--- src/mem_pins_pkg.sv ---
// mem_pins_pkg: shared constants and carriers for the core memory bus pin control
// assumes: single 40 MHz core clock, all users reference names as mem_pins_pkg::name
package mem_pins_pkg;

  localparam int ADDR_W = 32;
  localparam int DATA_W = 32;
  localparam int LANES = 4;
  localparam int LANE_W = 8;
  localparam int SIZE_W = 2;

  // register map for the plain command port
  localparam int REG_ADDR_W = 4;
  localparam logic [3:0] REG_CTRL = 4'h0;
  localparam logic [3:0] REG_STATUS = 4'h1;
  localparam logic [3:0] REG_RDATA = 4'h2;
  localparam logic [3:0] REG_ABORTS = 4'h3;

  // control register fields
  localparam int CTRL_CLR_HALT = 0;

  // status register fields
  localparam int ST_HALTED = 0;
  localparam int ST_PEND = 1;
  localparam int ST_BYTE_ORDER_SELECT = 2;
  localparam int ST_PIPE = 3;
  localparam int ST_LAST_ABORT = 4;

  localparam logic [31:0] ZERO_WORD = 32'h0000_0000;
  localparam logic [ADDR_W-1:0] ADDR_RESET = 32'h0000_0000;
  localparam logic [1:0] SIZE_WORD = 2'h2;

  // address and transfer attributes move together
  typedef struct packed {
    logic [ADDR_W-1:0] addr;
    logic lock;
    logic [SIZE_W-1:0] access_size;
    logic write_select;
    logic instr_fetch_flag;
    logic privileged_access_flag;
  } xfer_attr_t;

  localparam int ATTR_W = $bits(xfer_attr_t);

  // halt request bookkeeping
  typedef enum logic [1:0] {
    HALT_IDLE,
    HALT_WAIT_EXEC,
    HALT_WAIT_DONE,
    HALT_DEBUG
  } halt_state_t;

endpackage : mem_pins_pkg
--- src/halt_request.sv ---
// halt_request: conditional external halt, decides when debug state is entered
// assumes: the core reports fetch, execute and completion as same-clock pulses
`timescale 1ns/1ps
module halt_request (
  // clock and reset
  input wire logic clock,
  input wire logic nrst,
  // request and pipeline events
  input wire logic halt_req,
  input wire logic fetch_cycle,
  input wire logic fetched_executes,
  input wire logic fetched_flushed,
  input wire logic instr_done,
  input wire logic clear_halt,
  // result
  output logic debug_state,
  output logic pending
);

  mem_pins_pkg::halt_state_t state_ff;
  mem_pins_pkg::halt_state_t nxt_state;

  always_comb begin
    nxt_state = state_ff;
    case (state_ff)
      mem_pins_pkg::HALT_IDLE: begin
        if (halt_req && fetch_cycle) begin
          nxt_state = mem_pins_pkg::HALT_WAIT_EXEC;
        end else if (halt_req) begin
          nxt_state = mem_pins_pkg::HALT_WAIT_DONE;
        end
      end
      mem_pins_pkg::HALT_WAIT_EXEC: begin
        // a fetch flushed without a same-cycle fetched_executes never halts
        if (fetched_executes) begin
          nxt_state = mem_pins_pkg::HALT_DEBUG;
        end else if (fetched_flushed) begin
          nxt_state = mem_pins_pkg::HALT_IDLE;
        end
      end
      mem_pins_pkg::HALT_WAIT_DONE: begin
        if (instr_done) begin
          nxt_state = mem_pins_pkg::HALT_DEBUG;
        end
      end
      mem_pins_pkg::HALT_DEBUG: begin
        if (clear_halt) begin
          nxt_state = mem_pins_pkg::HALT_IDLE;
        end
      end
      default: nxt_state = mem_pins_pkg::HALT_IDLE;
    endcase
  end

  always_ff @(posedge clock or negedge nrst) begin
    if (!nrst) begin
      state_ff <= mem_pins_pkg::HALT_IDLE;
    end else begin
      state_ff <= nxt_state;
    end
  end

  assign debug_state = (state_ff == mem_pins_pkg::HALT_DEBUG);
  assign pending = (state_ff == mem_pins_pkg::HALT_WAIT_EXEC)
                || (state_ff == mem_pins_pkg::HALT_WAIT_DONE);
endmodule : halt_request

--- src/lane_capture.sv ---
// lane_capture: one byte lane of the read data register, loaded on the falling clock edge
// assumes: data bus is valid at the falling edge when the memory drives it
`timescale 1ns/1ps
module lane_capture (
  // clock and reset
  input wire logic clock,
  input wire logic nrst,
  // lane data
  input wire logic [mem_pins_pkg::LANE_W-1:0] din,
  input wire logic enable,
  output logic [mem_pins_pkg::LANE_W-1:0] q
);

  logic [mem_pins_pkg::LANE_W-1:0] lane_ff;

  // a low enable keeps the old byte
  always_ff @(negedge clock or negedge nrst) begin
    if (!nrst) begin
      lane_ff <= '0;
    end else if (enable) begin
      lane_ff <= din;
    end
  end

  assign q = lane_ff;

endmodule : lane_capture

--- src/mem_bus_pin_ctrl.sv ---
// mem_bus_pin_ctrl: core-side memory bus pin control
// assumes: core logic supplies next transfer attributes, memory drives data and abort
//
// Local design decisions: the register addresses and the address-and-strobe port.
`timescale 1ns/1ps
module mem_bus_pin_ctrl (
  // clock and reset
  input wire logic clock,
  input wire logic nrst,
  // bus control pins, asynchronous to the core
  input wire logic addr_drive_enable,
  input wire logic addr_latch_enable,
  input wire logic addr_pipeline_select,
  input wire logic byte_order_select,
  input wire logic [mem_pins_pkg::LANES-1:0] data_lane_capture,
  input wire logic ext_halt_request,
  input wire logic abort,
  // address and attribute pins, output enable active low
  output mem_pins_pkg::xfer_attr_t attr_out,
  output logic attr_oe_n,
  // data bus input
  input wire logic [mem_pins_pkg::DATA_W-1:0] data_in,
  // core side
  input wire mem_pins_pkg::xfer_attr_t next_attr,
  input wire logic cycle_start,
  input wire logic fetched_executes,
  input wire logic fetched_flushed,
  input wire logic instr_done,
  output logic [mem_pins_pkg::DATA_W-1:0] read_word,
  output logic access_aborted,
  output logic debug_state,
  // register port
  input wire logic [mem_pins_pkg::REG_ADDR_W-1:0] reg_addr,
  input wire logic [31:0] reg_wdata,
  input wire logic reg_wr,
  input wire logic reg_rd,
  output logic [31:0] reg_rdata
);

  // pin synchronisers: first stage read only by the second
  localparam int SYNC_W = 5;
  logic [SYNC_W-1:0] pin_meta_ff;
  logic [SYNC_W-1:0] pin_sync_ff;
  logic drive_en_s;
  logic latch_en_s;
  logic pipe_sel_s;
  logic big_end_s;
  logic halt_req_s;

  always_ff @(posedge clock or negedge nrst) begin
    if (!nrst) begin
      pin_meta_ff <= '0;
      pin_sync_ff <= '0;
    end else begin
      pin_meta_ff <= {addr_drive_enable, addr_latch_enable, addr_pipeline_select,
                      byte_order_select, ext_halt_request};
      pin_sync_ff <= pin_meta_ff;
    end
  end

  assign drive_en_s = pin_sync_ff[4];
  assign latch_en_s = pin_sync_ff[3];
  assign pipe_sel_s = pin_sync_ff[2];
  assign big_end_s = pin_sync_ff[1];
  assign halt_req_s = pin_sync_ff[0];

  // abort is memory timed, still resynchronised as a pin
  logic abort_meta_ff;
  logic abort_sync_ff;

  always_ff @(posedge clock or negedge nrst) begin
    if (!nrst) begin
      abort_meta_ff <= 1'b0;
      abort_sync_ff <= 1'b0;
    end else begin
      abort_meta_ff <= abort;
      abort_sync_ff <= abort_meta_ff;
    end
  end

  // attribute staging: pipelined form is the fresh value, depipelined is one cycle later
  mem_pins_pkg::xfer_attr_t early_ff;
  mem_pins_pkg::xfer_attr_t late_ff;
  mem_pins_pkg::xfer_attr_t nxt_late;
  mem_pins_pkg::xfer_attr_t held_ff;
  mem_pins_pkg::xfer_attr_t selected;

  // reset shows a word read of address zero; a constant keeps the async branches plain
  localparam mem_pins_pkg::xfer_attr_t RESET_ATTR = '{
      addr: mem_pins_pkg::ADDR_RESET, lock: 1'b0, access_size: mem_pins_pkg::SIZE_WORD,
      write_select: 1'b0, instr_fetch_flag: 1'b0, privileged_access_flag: 1'b0};

  // early copy loads the core's next attributes at each cycle start
  always_ff @(posedge clock or negedge nrst) begin
    if (!nrst) begin
      early_ff <= RESET_ATTR;
    end else if (cycle_start) begin
      early_ff <= next_attr;
    end
  end

  // late copy changes only at a cycle boundary, so it spans the whole cycle
  always_comb begin
    nxt_late = late_ff;
    if (cycle_start) begin
      nxt_late = early_ff;
    end
  end

  always_ff @(posedge clock or negedge nrst) begin
    if (!nrst) begin
      late_ff <= RESET_ATTR;
    end else begin
      late_ff <= nxt_late;
    end
  end

  always_comb begin
    selected = pipe_sel_s ? early_ff : late_ff;
  end

  // loads the selected attributes at each rising edge while latch enable high, frozen while low
  always_ff @(posedge clock or negedge nrst) begin
    if (!nrst) begin
      held_ff <= RESET_ATTR;
    end else if (latch_en_s) begin
      held_ff <= selected;
    end
  end

  // the whole attribute group shares one enable, so no pin floats alone
  assign attr_out = held_ff;
  assign attr_oe_n = ~drive_en_s;

  // data capture, one lane module per byte
  logic [mem_pins_pkg::DATA_W-1:0] lanes_raw;

  for (genvar i = 0; i < mem_pins_pkg::LANES; i++) begin : g_lane
    lane_capture u_lane (
      .clock(clock),
      .nrst(nrst),
      .din(data_in[i*mem_pins_pkg::LANE_W +: mem_pins_pkg::LANE_W]),
      .enable(data_lane_capture[i]),
      .q(lanes_raw[i*mem_pins_pkg::LANE_W +: mem_pins_pkg::LANE_W])
    );
  end

  // byte order applied on the way to the core
  logic [mem_pins_pkg::DATA_W-1:0] ordered;
  logic [mem_pins_pkg::DATA_W-1:0] read_word_ff;

  always_comb begin
    ordered = lanes_raw;
    if (big_end_s) begin
      ordered = {lanes_raw[7:0], lanes_raw[15:8], lanes_raw[23:16], lanes_raw[31:24]};
    end
  end

  always_ff @(posedge clock or negedge nrst) begin
    if (!nrst) begin
      read_word_ff <= mem_pins_pkg::ZERO_WORD;
    end else begin
      read_word_ff <= ordered;
    end
  end

  assign read_word = read_word_ff;

  // abort flag for the core and sticky count for software
  logic aborted_ff;
  logic [31:0] abort_cnt_ff;

  always_ff @(posedge clock or negedge nrst) begin
    if (!nrst) begin
      aborted_ff <= 1'b0;
    end else if (cycle_start) begin
      aborted_ff <= abort_sync_ff;
    end
  end

  always_ff @(posedge clock or negedge nrst) begin
    if (!nrst) begin
      abort_cnt_ff <= mem_pins_pkg::ZERO_WORD;
    end else if (reg_wr && reg_addr == mem_pins_pkg::REG_ABORTS) begin
      abort_cnt_ff <= mem_pins_pkg::ZERO_WORD;
    end else if (cycle_start && abort_sync_ff) begin
      abort_cnt_ff <= abort_cnt_ff + 32'h0000_0001;
    end
  end

  assign access_aborted = aborted_ff;

  // conditional halt
  logic clear_halt;
  logic halt_pending;

  assign clear_halt = reg_wr && (reg_addr == mem_pins_pkg::REG_CTRL)
                   && reg_wdata[mem_pins_pkg::CTRL_CLR_HALT];

  halt_request u_halt (
    .clock(clock),
    .nrst(nrst),
    // a request counts only where an access starts; idle cycles must not pick the data path
    .halt_req(halt_req_s && cycle_start),
    .fetch_cycle(cycle_start && !next_attr.instr_fetch_flag), // instr flag low means fetch
    .fetched_executes(fetched_executes),
    .fetched_flushed(fetched_flushed),
    .instr_done(instr_done),
    .clear_halt(clear_halt),
    .debug_state(debug_state),
    .pending(halt_pending)
  );

  // register read port, data one cycle after the strobe
  logic [31:0] rdata_ff;
  logic [31:0] nxt_rdata;

  always_comb begin
    nxt_rdata = mem_pins_pkg::ZERO_WORD;
    case (reg_addr)
      mem_pins_pkg::REG_STATUS: begin
        nxt_rdata[mem_pins_pkg::ST_HALTED] = debug_state;
        nxt_rdata[mem_pins_pkg::ST_PEND] = halt_pending;
        nxt_rdata[mem_pins_pkg::ST_BYTE_ORDER_SELECT] = big_end_s;
        nxt_rdata[mem_pins_pkg::ST_PIPE] = pipe_sel_s;
        nxt_rdata[mem_pins_pkg::ST_LAST_ABORT] = aborted_ff;
      end
      mem_pins_pkg::REG_RDATA: nxt_rdata = read_word_ff;
      mem_pins_pkg::REG_ABORTS: nxt_rdata = abort_cnt_ff;
      default: nxt_rdata = mem_pins_pkg::ZERO_WORD;
    endcase
  end

  // read data valid only in the cycle after the strobe
  always_ff @(posedge clock or negedge nrst) begin
    if (!nrst) begin
      rdata_ff <= mem_pins_pkg::ZERO_WORD;
    end else if (reg_rd) begin
      rdata_ff <= nxt_rdata;
    end else begin
      rdata_ff <= mem_pins_pkg::ZERO_WORD;
    end
  end

  assign reg_rdata = rdata_ff;
endmodule : mem_bus_pin_ctrl

--- config.mk ---
export PLATFORM = sky130hd
export DESIGN_NAME = mem_bus_pin_ctrl
export DESIGN_NICKNAME = d
export VERILOG_FILES = /design/src/mem_pins_pkg.sv /design/src/halt_request.sv /design/src/lane_capture.sv /design/src/mem_bus_pin_ctrl.sv
export SDC_FILE = /design/constraint.sdc
export NUM_CORES = 1
export LEC_CHECK = 0
export BUFFER_PORTS_ARGS = -buffer_cell sky130_fd_sc_hd__buf_2
export CELL_PAD_IN_SITES_DETAIL_PLACEMENT = 1
export CELL_PAD_IN_SITES_GLOBAL_PLACEMENT = 1
export CORE_MARGIN = 10
export CORE_UTILIZATION = 45
export CTS_BUF_LIST = sky130_fd_sc_hd__clkbuf_4 sky130_fd_sc_hd__clkbuf_8
export CTS_CLUSTER_DIAMETER = 60
export DETAILED_ROUTE_END_ITERATION = 16
export PLACE_DENSITY = 0.81
export SLEW_MARGIN = 20
export SYNTH_ARGS = -nofsm -noshare
export SYNTH_HDL_FRONTEND = slang
export SYNTH_SLANG_ARGS = --single-unit
--- constraint.sdc ---
create_clock -name clock -period 5.1 [get_ports clock]
set_clock_uncertainty 0.1 [all_clocks]
set_input_delay 0.51 -clock clock [delete_from_list [all_inputs] [get_ports clock]]
set_output_delay 0.51 -clock clock [all_outputs]
set_load 0.01 [all_outputs]
## Word level (Yosys, flattened, before mapping)

Cells that the tools add are included.

- Register bits: 257
- Bits of input ports: 124
- Output and inout bits: 105
- Word-level logic and storage cells: 70

- $add $sub $neg: 1
- Eq/ne operators: 10
- Mux-type cells: 14
- Bitwise operators: 1
- Reductions and logical operators: 13

Operators with widths:

| kind | count |
|---|---|
| $mux 32 | 4 |
| $pmux 27 s2 | 1 |
| $mux 38 | 1 |
| $add 32x1->32 const B | 1 |
| $pmux 5 s3 | 1 |
| $mux 2 | 6 |
| $eq 4x2->1 const B | 2 |
| $pmux 2 s4 | 1 |
| $logic_and 1x1->1 | 7 |
| $eq 2x2->1 const B | 2 |
| $eq 4x1->1 const B | 1 |
| $logic_not 4->1 | 1 |
| $reduce_and 4->1 | 1 |
| $ne 3x1->1 const B | 1 |
| $ne 3x3->1 const B | 1 |
| $eq 2x1->1 const B | 1 |
| $logic_not 2->1 | 1 |
| $ne 2x1->1 const B | 1 |
| $ne 2x2->1 const B | 1 |
| $reduce_bool 2->1 | 1 |
| $logic_not 1->1 | 1 |
| $logic_or 1x1->1 | 1 |
| $not 1->1 | 1 |

## Longest topological paths before layout

Gate-level depths: netlist of the first run.

- Depth after elaboration: 5
- Mapped depth: 8
- Mapped depth without buffers: 6

## Modules after synthesis

Synthesis of the first run repeated with hierarchy kept, for this count alone.

- Cell total of the unflattened synthesis: 811
- Area total of the unflattened synthesis: 10714.0 µm²

Modules (own cells, without submodules):

| module | instances | cells an instance | area each (µm²) |
|---|---|---|---|
| mem_bus_pin_ctrl | 1 | 722 | 9182.6 |
| lane_capture | 4 | 17 | 331.6 |
| halt_request | 1 | 21 | 205.2 |

==> impl_metrics.env, run 1 <==
export IMPL_fillCellCount=2316
export IMPL_slew_headroom=0.448
export IMPL_p_clk_frac=0.379
export IMPL_area_delta_synth_final_pct=21.4
export IMPL_p_int_w=0.00366
export IMPL_max_stage_delay_ns=0.57
export IMPL_avgRoutedWirePerCell_um=20.6
export IMPL_p_leak_nw=6.04
export IMPL_vias=7073
export IMPL_syn_avg_cell_area_um2=13.2
export IMPL_post_cts_setup_buffers=0
export IMPL_io_pins=229
export IMPL_finalPower_w=0.00497
export IMPL_drc=0
export IMPL_slowest_stage="dlygate4sd3_1"
export IMPL_p_sw_w=0.00131
export IMPL_hold_path_class="in -> reg"
export IMPL_first_global_vias=7933
export IMPL_cap_violations=0
export IMPL_die_area_um2=29800
export IMPL_die_height_um=173
export IMPL_yosys_area_top_type="dfrtp_1"
export IMPL_grt_pass1_wl_um=44700
export IMPL_synthTopCellsByArea="dfrtp_1 (53%), mux2_2 (16%), dfrtn_1 (7.6%)"
export IMPL_cp_start_kind="input pin"
export IMPL_nets=1133
export IMPL_path_delay_family="buffers and inverters"
export IMPL_worst_slew_pin_transition_ns=0.828
export IMPL_critical_path_endpoint_type="asynchronous set/reset pin"
export IMPL_drt_wl_total_um=27900
export IMPL_rows=55
export IMPL_viasPerCell=5.22
export IMPL_layout_drive_gt1_share=0.424
export IMPL_synthesis_nets=920
export IMPL_setup_tns_ns=0
export IMPL_grt_total_usage=0.184
export IMPL_initial_core_util=0.460
export IMPL_overflow=0
export IMPL_yosys_warnings=0
export IMPL_synth_cell_type_count=41
export IMPL_slew_viol_final=0
export IMPL_grt_max_degree=83
export IMPL_yosys_area_top_type_share=0.530
export IMPL_powerDensity_nw_per_um2=391
export IMPL_yosysSeqAreaShare=0.614
export IMPL_final_hold_viol_count=0
export IMPL_antenna_found_initial=6
export IMPL_setup_viol=0
export IMPL_layout_common_cells="dfrtp_1 (220), buf_2 (195), mux2_2 (146)"
export IMPL_crit_type="in -> async"
export IMPL_ir_worst_vdd_mv=0.285
export IMPL_cts_hold_buf=7
export IMPL_layout_commonest_cell="dfrtp_1"
export IMPL_cts_made_buffers=42
export IMPL_die_w_um=173
export IMPL_io_buffers=197
export IMPL_worstPathRequired_ns=3.12
export IMPL_antenna_left=0
export IMPL_crit_chain="dlygate4sd3_1 -> buf_8"
export IMPL_clk_latency_ns=0.53
export IMPL_netlist_area_um2=10500
export IMPL_root_buffer="clkbuf_8"
export IMPL_dp_hpwl_um=19800
export IMPL_path_clk_slew_ns=0.06
export IMPL_final_core_util=0.558
export IMPL_gp_congestion=0.808
export IMPL_clk_path_buf_depth=3
export IMPL_swShare=0.263
export IMPL_comb_power_share=0.132
export IMPL_firstDrtPassIters=4
export IMPL_pwr_share_seq=0.489
export IMPL_core_um2=22800
export IMPL_ys_ff_latch=257
export IMPL_h_tree_depth=2
export IMPL_cts_sinks=257
export IMPL_cp_max_fo=82
export IMPL_cts_tree="yes"
export IMPL_syn_inst=791
export IMPL_drtIter0Drc=367
export IMPL_rsz0062_at_grt="false"
export IMPL_arrival_ns=1.63
export IMPL_worst_path_buf_inv=2
export IMPL_status="complete, no violations"
export IMPL_post_cts_resized=0
==> synthesized netlist by cell type <==
cell type,n
a21boi_0,1
a21oi_1,52
a222oi_1,1
a22oi_1,5
a41oi_2,1
and2_1,3
and2_4,1
and3_1,5
and4_1,4
and4_4,1
buf_1,2
buf_2,7
buf_4,1
buf_6,3
clkbuf_1,32
dfrtn_1,32
dfrtp_1,222
dfstp_2,3
ha_1,5
inv_1,10
mux2_2,146
mux2i_1,66
nand2_1,15
nand3_1,7
nand3_2,1
nand3b_1,3
nand4_1,9
nand4b_1,2
nand4b_4,2
nor2_1,94
nor2b_1,2
nor3_1,3
nor4_1,2
o21ai_0,8
o31ai_1,6
or2_0,1
or2_4,1
or3_1,7
or4_1,6
xnor2_1,6
xor2_1,13
==> power groups by stage <==
stage	clock (W)	sequential [W]	combinational, W
floorplan	0	0.00244	0.000367
global placement	0	0.00245	0.000634
detailed placement	0	0.00247	0.000662
CTS	0.00193	0.00243	0.000672
global route	0.00204	0.00246	0.000728
finish	0.00188	0.00243	0.000655
==> layout make-up <==
class,count,area (um^2),share of cell area
flip-flops and latches,257,6440,0.506
multi-input cells,479,3800,0.299
repair buffers,214,1140,0.0899
clock buffers,68,830,0.0652
well taps,313,392,0.0308
clock inverters,9,67.6,0.00531
inverters,10,37.5,0.00295
diodes,6,15.0,0.00118
==> cells by family after synthesis <==
kind of cell,after synthesis,share of synthesized area
buf+inv,55,0.0231
fa+ha+maj,5,0.00597
simple gates,169,0.0809
xor+xnor,19,0.0159
compound gates,74,0.0398
flops,257,0.614
mux,212,0.220
==> final timing paths <==
path / slack [ns] / to / start / cells past startpoint
setup / recovery: 1.49 / g_lane[1].u_lane.q[5] / nrst / 2
hold / removal: 0.11 / early_ff[22] / next_attr[22] / 2
setup reg to reg: 1.66 / read_word[23] / g_lane[2].u_lane.q[7] / 1
hold reg to reg: 0.25 / pin_sync_ff[4] / pin_meta_ff[4] / 0
max in group clock: 1.66 / g_lane[0].u_lane.q[1] / data_lane_capture[0] / 2
min in group asynchronous: 0.47 / abort_sync_ff / nrst / 2
==> registers in the layout, summed over array words and instances (netlist names) <==
name,cells
abort_meta_ff,1
pin_meta_ff,5
g_lane.u_lane.q,32
u_halt.state_ff,2
pin_sync_ff,5
abort_cnt_ff,32
read_word,32
access_aborted,1
reg_rdata,32
late_ff,38
attr_out,38
early_ff,38
abort_sync_ff,1
==> layer usage <==
layer / global-route usage / part of all wire
met1: 0.227 / 0.42
met2: 0.306 / 0.50
met3: 0.0481 / 0.056
met4: 0.0649 / 0.022
met5: 0 / 0
==> per-stage QoR <==
| stage | instance area (um^2) | std cells | setup WS [ns] | hold WS, ns |
|---|---|---|---|---|
| final | 12700 | 1356 | 1.49 | 0.115 |
| after global routing | 12700 | 1352 | 1.39 | 0.0969 |
| after CTS | 12700 | 1350 | 1.48 | 0.0825 |
| after detailed placement | 11700 | 1266 | 1.14 | 0.236 |
| after global placement | 11700 | 1266 | 1.19 | 0.233 |
| after floorplan | 10500 | 791 | 1.15 | 0.114 |
(Power assumes the default switching activity.)
==> run 2: changes to the inputs <==
--- a/config.mk
+++ b/config.mk
@@ -5,11 +5,12 @@
 export SDC_FILE = /design/constraint.sdc
 export NUM_CORES = 1
 export LEC_CHECK = 0
+export ABC_AREA = 1
 export BUFFER_PORTS_ARGS = -buffer_cell sky130_fd_sc_hd__buf_2
 export CELL_PAD_IN_SITES_DETAIL_PLACEMENT = 1
 export CELL_PAD_IN_SITES_GLOBAL_PLACEMENT = 1
 export CORE_MARGIN = 10
-export CORE_UTILIZATION = 45
+export CORE_UTILIZATION = 42
 export CTS_BUF_LIST = sky130_fd_sc_hd__clkbuf_4 sky130_fd_sc_hd__clkbuf_8
 export CTS_CLUSTER_DIAMETER = 60
 export DETAILED_ROUTE_END_ITERATION = 16
==> constraint.sdc (replaced) <==
create_clock -name clock -period 3.4 [get_ports clock]
set_clock_uncertainty 0.1 [all_clocks]
set_input_delay 0.34 -clock clock [delete_from_list [all_inputs] [get_ports clock]]
set_output_delay 0.34 -clock clock [all_outputs]
set_load 0.01 [all_outputs]
==> impl_metrics.env, run 2 <==
export IMPL_hold_path_class="in -> reg"
export IMPL_arrival_ns=2.96
export IMPL_synthTopCellsByArea="dfrtp_1 (51%), nand2_1 (14%), dfrtn_1 (7.4%)"
export IMPL_reg2reg_from="g_lane[2].u_lane.q[7]"
export IMPL_rsz0062_at_grt="false"
export IMPL_viasPerCell=5.02
export IMPL_first_global_vias=10300
export IMPL_synth_xor_area_share=0
export IMPL_clk_latency_ns=0.55
export IMPL_synth_top_cells_by_count="nand2_1 (419), dfrtp_1 (222), inv_1 (125)"
export IMPL_ir_worst_vdd_mv=0.520
export IMPL_layout_common_cells="nand2_1 (419), dfrtp_1 (220), buf_2 (195)"
export IMPL_gp_congestion=0.847
export IMPL_firstDrtPassIters=5
export IMPL_cp_max_fo=2
export IMPL_h_tree_depth=2
export IMPL_slowest_stage="dfrtn_1"
export IMPL_worstPathRequired_ns=3.71
export IMPL_synthesis_nets=1399
export IMPL_yosys_warnings=0
export IMPL_antenna_left=0
export IMPL_die_w_um=181
export IMPL_crit_start="g_lane[2].u_lane.q[7]"
export IMPL_instances_no_fill=1881
export IMPL_grt_total_usage=0.205
export IMPL_clk_path_buf_depth=3
export IMPL_hold_start="cycle_start"
export IMPL_grt_pass1_wl_um=55300
export IMPL_root_buffer="clkbuf_8"
export IMPL_initial_core_util=0.430
export IMPL_dp_hpwl_um=22900
export IMPL_p_leak_nw=6.84
export IMPL_synthSimpleGateAreaFrac=0.212
export IMPL_endpoint="read_word[23]"
export IMPL_netlist_area_um2=10900
export IMPL_area_delta_synth_final_pct=25.0
export IMPL_die_area_um2=32800
export IMPL_status="complete, no violations"
export IMPL_crit_type="reg -> reg"
export IMPL_avgRoutedWirePerCell_um=18.1
export IMPL_cp_start_kind="flip-flop"
export IMPL_io_pins=229
export IMPL_crit_chain="inv_1 -> o21ai_0"
export IMPL_worst_slew_pin_transition_ns=0.803
export IMPL_reg2reg_to="read_word[23]"
export IMPL_cts_sinks=257
export IMPL_slew_headroom=0.461
export IMPL_place_detailed_instances=1751
export IMPL_grt_max_degree=147
export IMPL_final_area_um2=13600
export IMPL_vias=9442
export IMPL_slew_viol_final=0
export IMPL_synth_most_common_cell="nand2_1"
export IMPL_io_buffers=197
export IMPL_yosys_area_top_type_share=0.510
export IMPL_syn_avg_cell_area_um2=8.57
export IMPL_dpl_cell_area_um2=12100
export IMPL_nets=1643
export IMPL_antenna_found_initial=2
export IMPL_ys_ff_latch=257
export IMPL_drtIter0Drc=558
export IMPL_synth_compound_area_frac=0.122
export IMPL_synth_adder_area_share=0.00575
export IMPL_setup_viol=0
export IMPL_cts_tree="yes"
export IMPL_yosysSeqAreaShare=0.591
export IMPL_setup_tns_ns=0
export IMPL_cp_num_cells=2
export IMPL_cts_made_buffers=45
export IMPL_synth_async_reset_ratio=1.00
export IMPL_synth_top_family_by_area="simple AND/OR/NAND/NOR gates"
export IMPL_cap_violations=0
export IMPL_synth_cell_type_count=30
export IMPL_synth_main_ff_cell="dfrtp_1"
export IMPL_max_stage_delay_ns=0.40
export IMPL_core_um2=25300
export IMPL_rows=58
export IMPL_syn_inst=1270
export IMPL_layout_commonest_cell="nand2_1"
export IMPL_synthMuxAreaShare=0
export IMPL_path_delay_family="flip-flops"
export IMPL_yosys_area_top_type="dfrtp_1"
export IMPL_overflow=0
export IMPL_final_hold_viol_count=0
export IMPL_synth_edff_count=0
export IMPL_reg2regPathDepth=2
export IMPL_die_height_um=181
export IMPL_critical_path_endpoint_type="flip-flop"
export IMPL_powerDensity_nw_per_um2=575
export IMPL_drt_wl_total_um=34100
export IMPL_path_clk_slew_ns=0.06
export IMPL_worst_path_buf_inv=1
export IMPL_rrSetupSlack_ns=0.75
export IMPL_layout_drive_gt1_share=0.202
export IMPL_drc=0
==> run 2: worst min-delay path, cell delays in order <==
cell and delay, ns:
buf_4 0.12, nand2_1 0.14, nand2_1 0.10
==> run 2: worst min path at each step <==
stage	end	slack, ns	depth (start not counted)
6_report	access_aborted	0.10	3
5_1_grt	access_aborted	0.1	3
3_5_place_dp	abort_sync_ff	0.24	0
4_1_cts	access_aborted	0.07	3
2_1_floorplan	abort_cnt_ff[0]	-0.06	0
3_3_place_gp	pin_sync_ff[1]	0.23	0
==> run 2: what timing repair did <==
item	CTS	global route
setup buffers	0	0
resized for setup	0	0
endpoints found under the hold margin	88	0
hold buffers	46	0
==> run 2: final cells by class <==
cell class | instances | area (um^2)
diodes | 1 | 2.50
clock buffers | 71 | 902
clock inverters | 12 | 115
fillers | 3067 | 11700
inverters | 128 | 480
multi-input cells | 827 | 3700
flip-flops and latches | 257 | 6440
well taps | 330 | 413
repair buffers | 255 | 1560
==> run 2: through the flow <==
| step | setup slack (ns) | power (W) | hold slack [ns] | util |
|---|---|---|---|---|
| 6_report | 0.753 | 0.00783 | 0.103 | 0.537 |
| 5_1_grt | 0.691 | 0.00823 | 0.0964 | 0.537 |
| 4_1_cts | 0.778 | 0.00789 | 0.0651 | 0.537 |
| 3_5_place_dp | 0.676 | 0.00469 | 0.236 | 0.479 |
| 3_3_place_gp | 0.700 | 0.00463 | 0.233 | 0.479 |
| 2_1_floorplan | 0.739 | 0.00420 | -0.0556 | - |
==> run 2: kinds of logic (layout without fill, tap and decap cells) <==
kind of cell             count (synthesis)  count (layout)
AND/OR/NAND/NOR                        580             580
adder cells (fa/ha/maj)                  5               5
buffers and inverters                  186             466
other                                    0               1
AO/OA/AOI/OAI                          242             242
flip-flops                             257             257
==> run 2: routing by layer <==
| metal | GRT usage | vias up | share of wire |
|---|---|---|---|
| met5 | 0 | - | 0 |
| met4 | 0.0628 | 0 | 0.028 |
| met3 | 0.0392 | 64 | 0.044 |
| met2 | 0.348 | 197 | 0.50 |
| met1 | 0.260 | 4716 | 0.43 |
| li1 | - | 4465 | - |
==> run 2: power breakdown <==
| part | leakage [nW] | internal (W) | switching (W) |
|---|---|---|---|
| clock network | 0.541 | 0.00184 | 0.00130 |
| registers | 3.20 | 0.00339 | 0.000258 |
| logic | 3.10 | 0.000384 | 0.000659 |
| total | 6.84 | 0.00562 | 0.00221 |
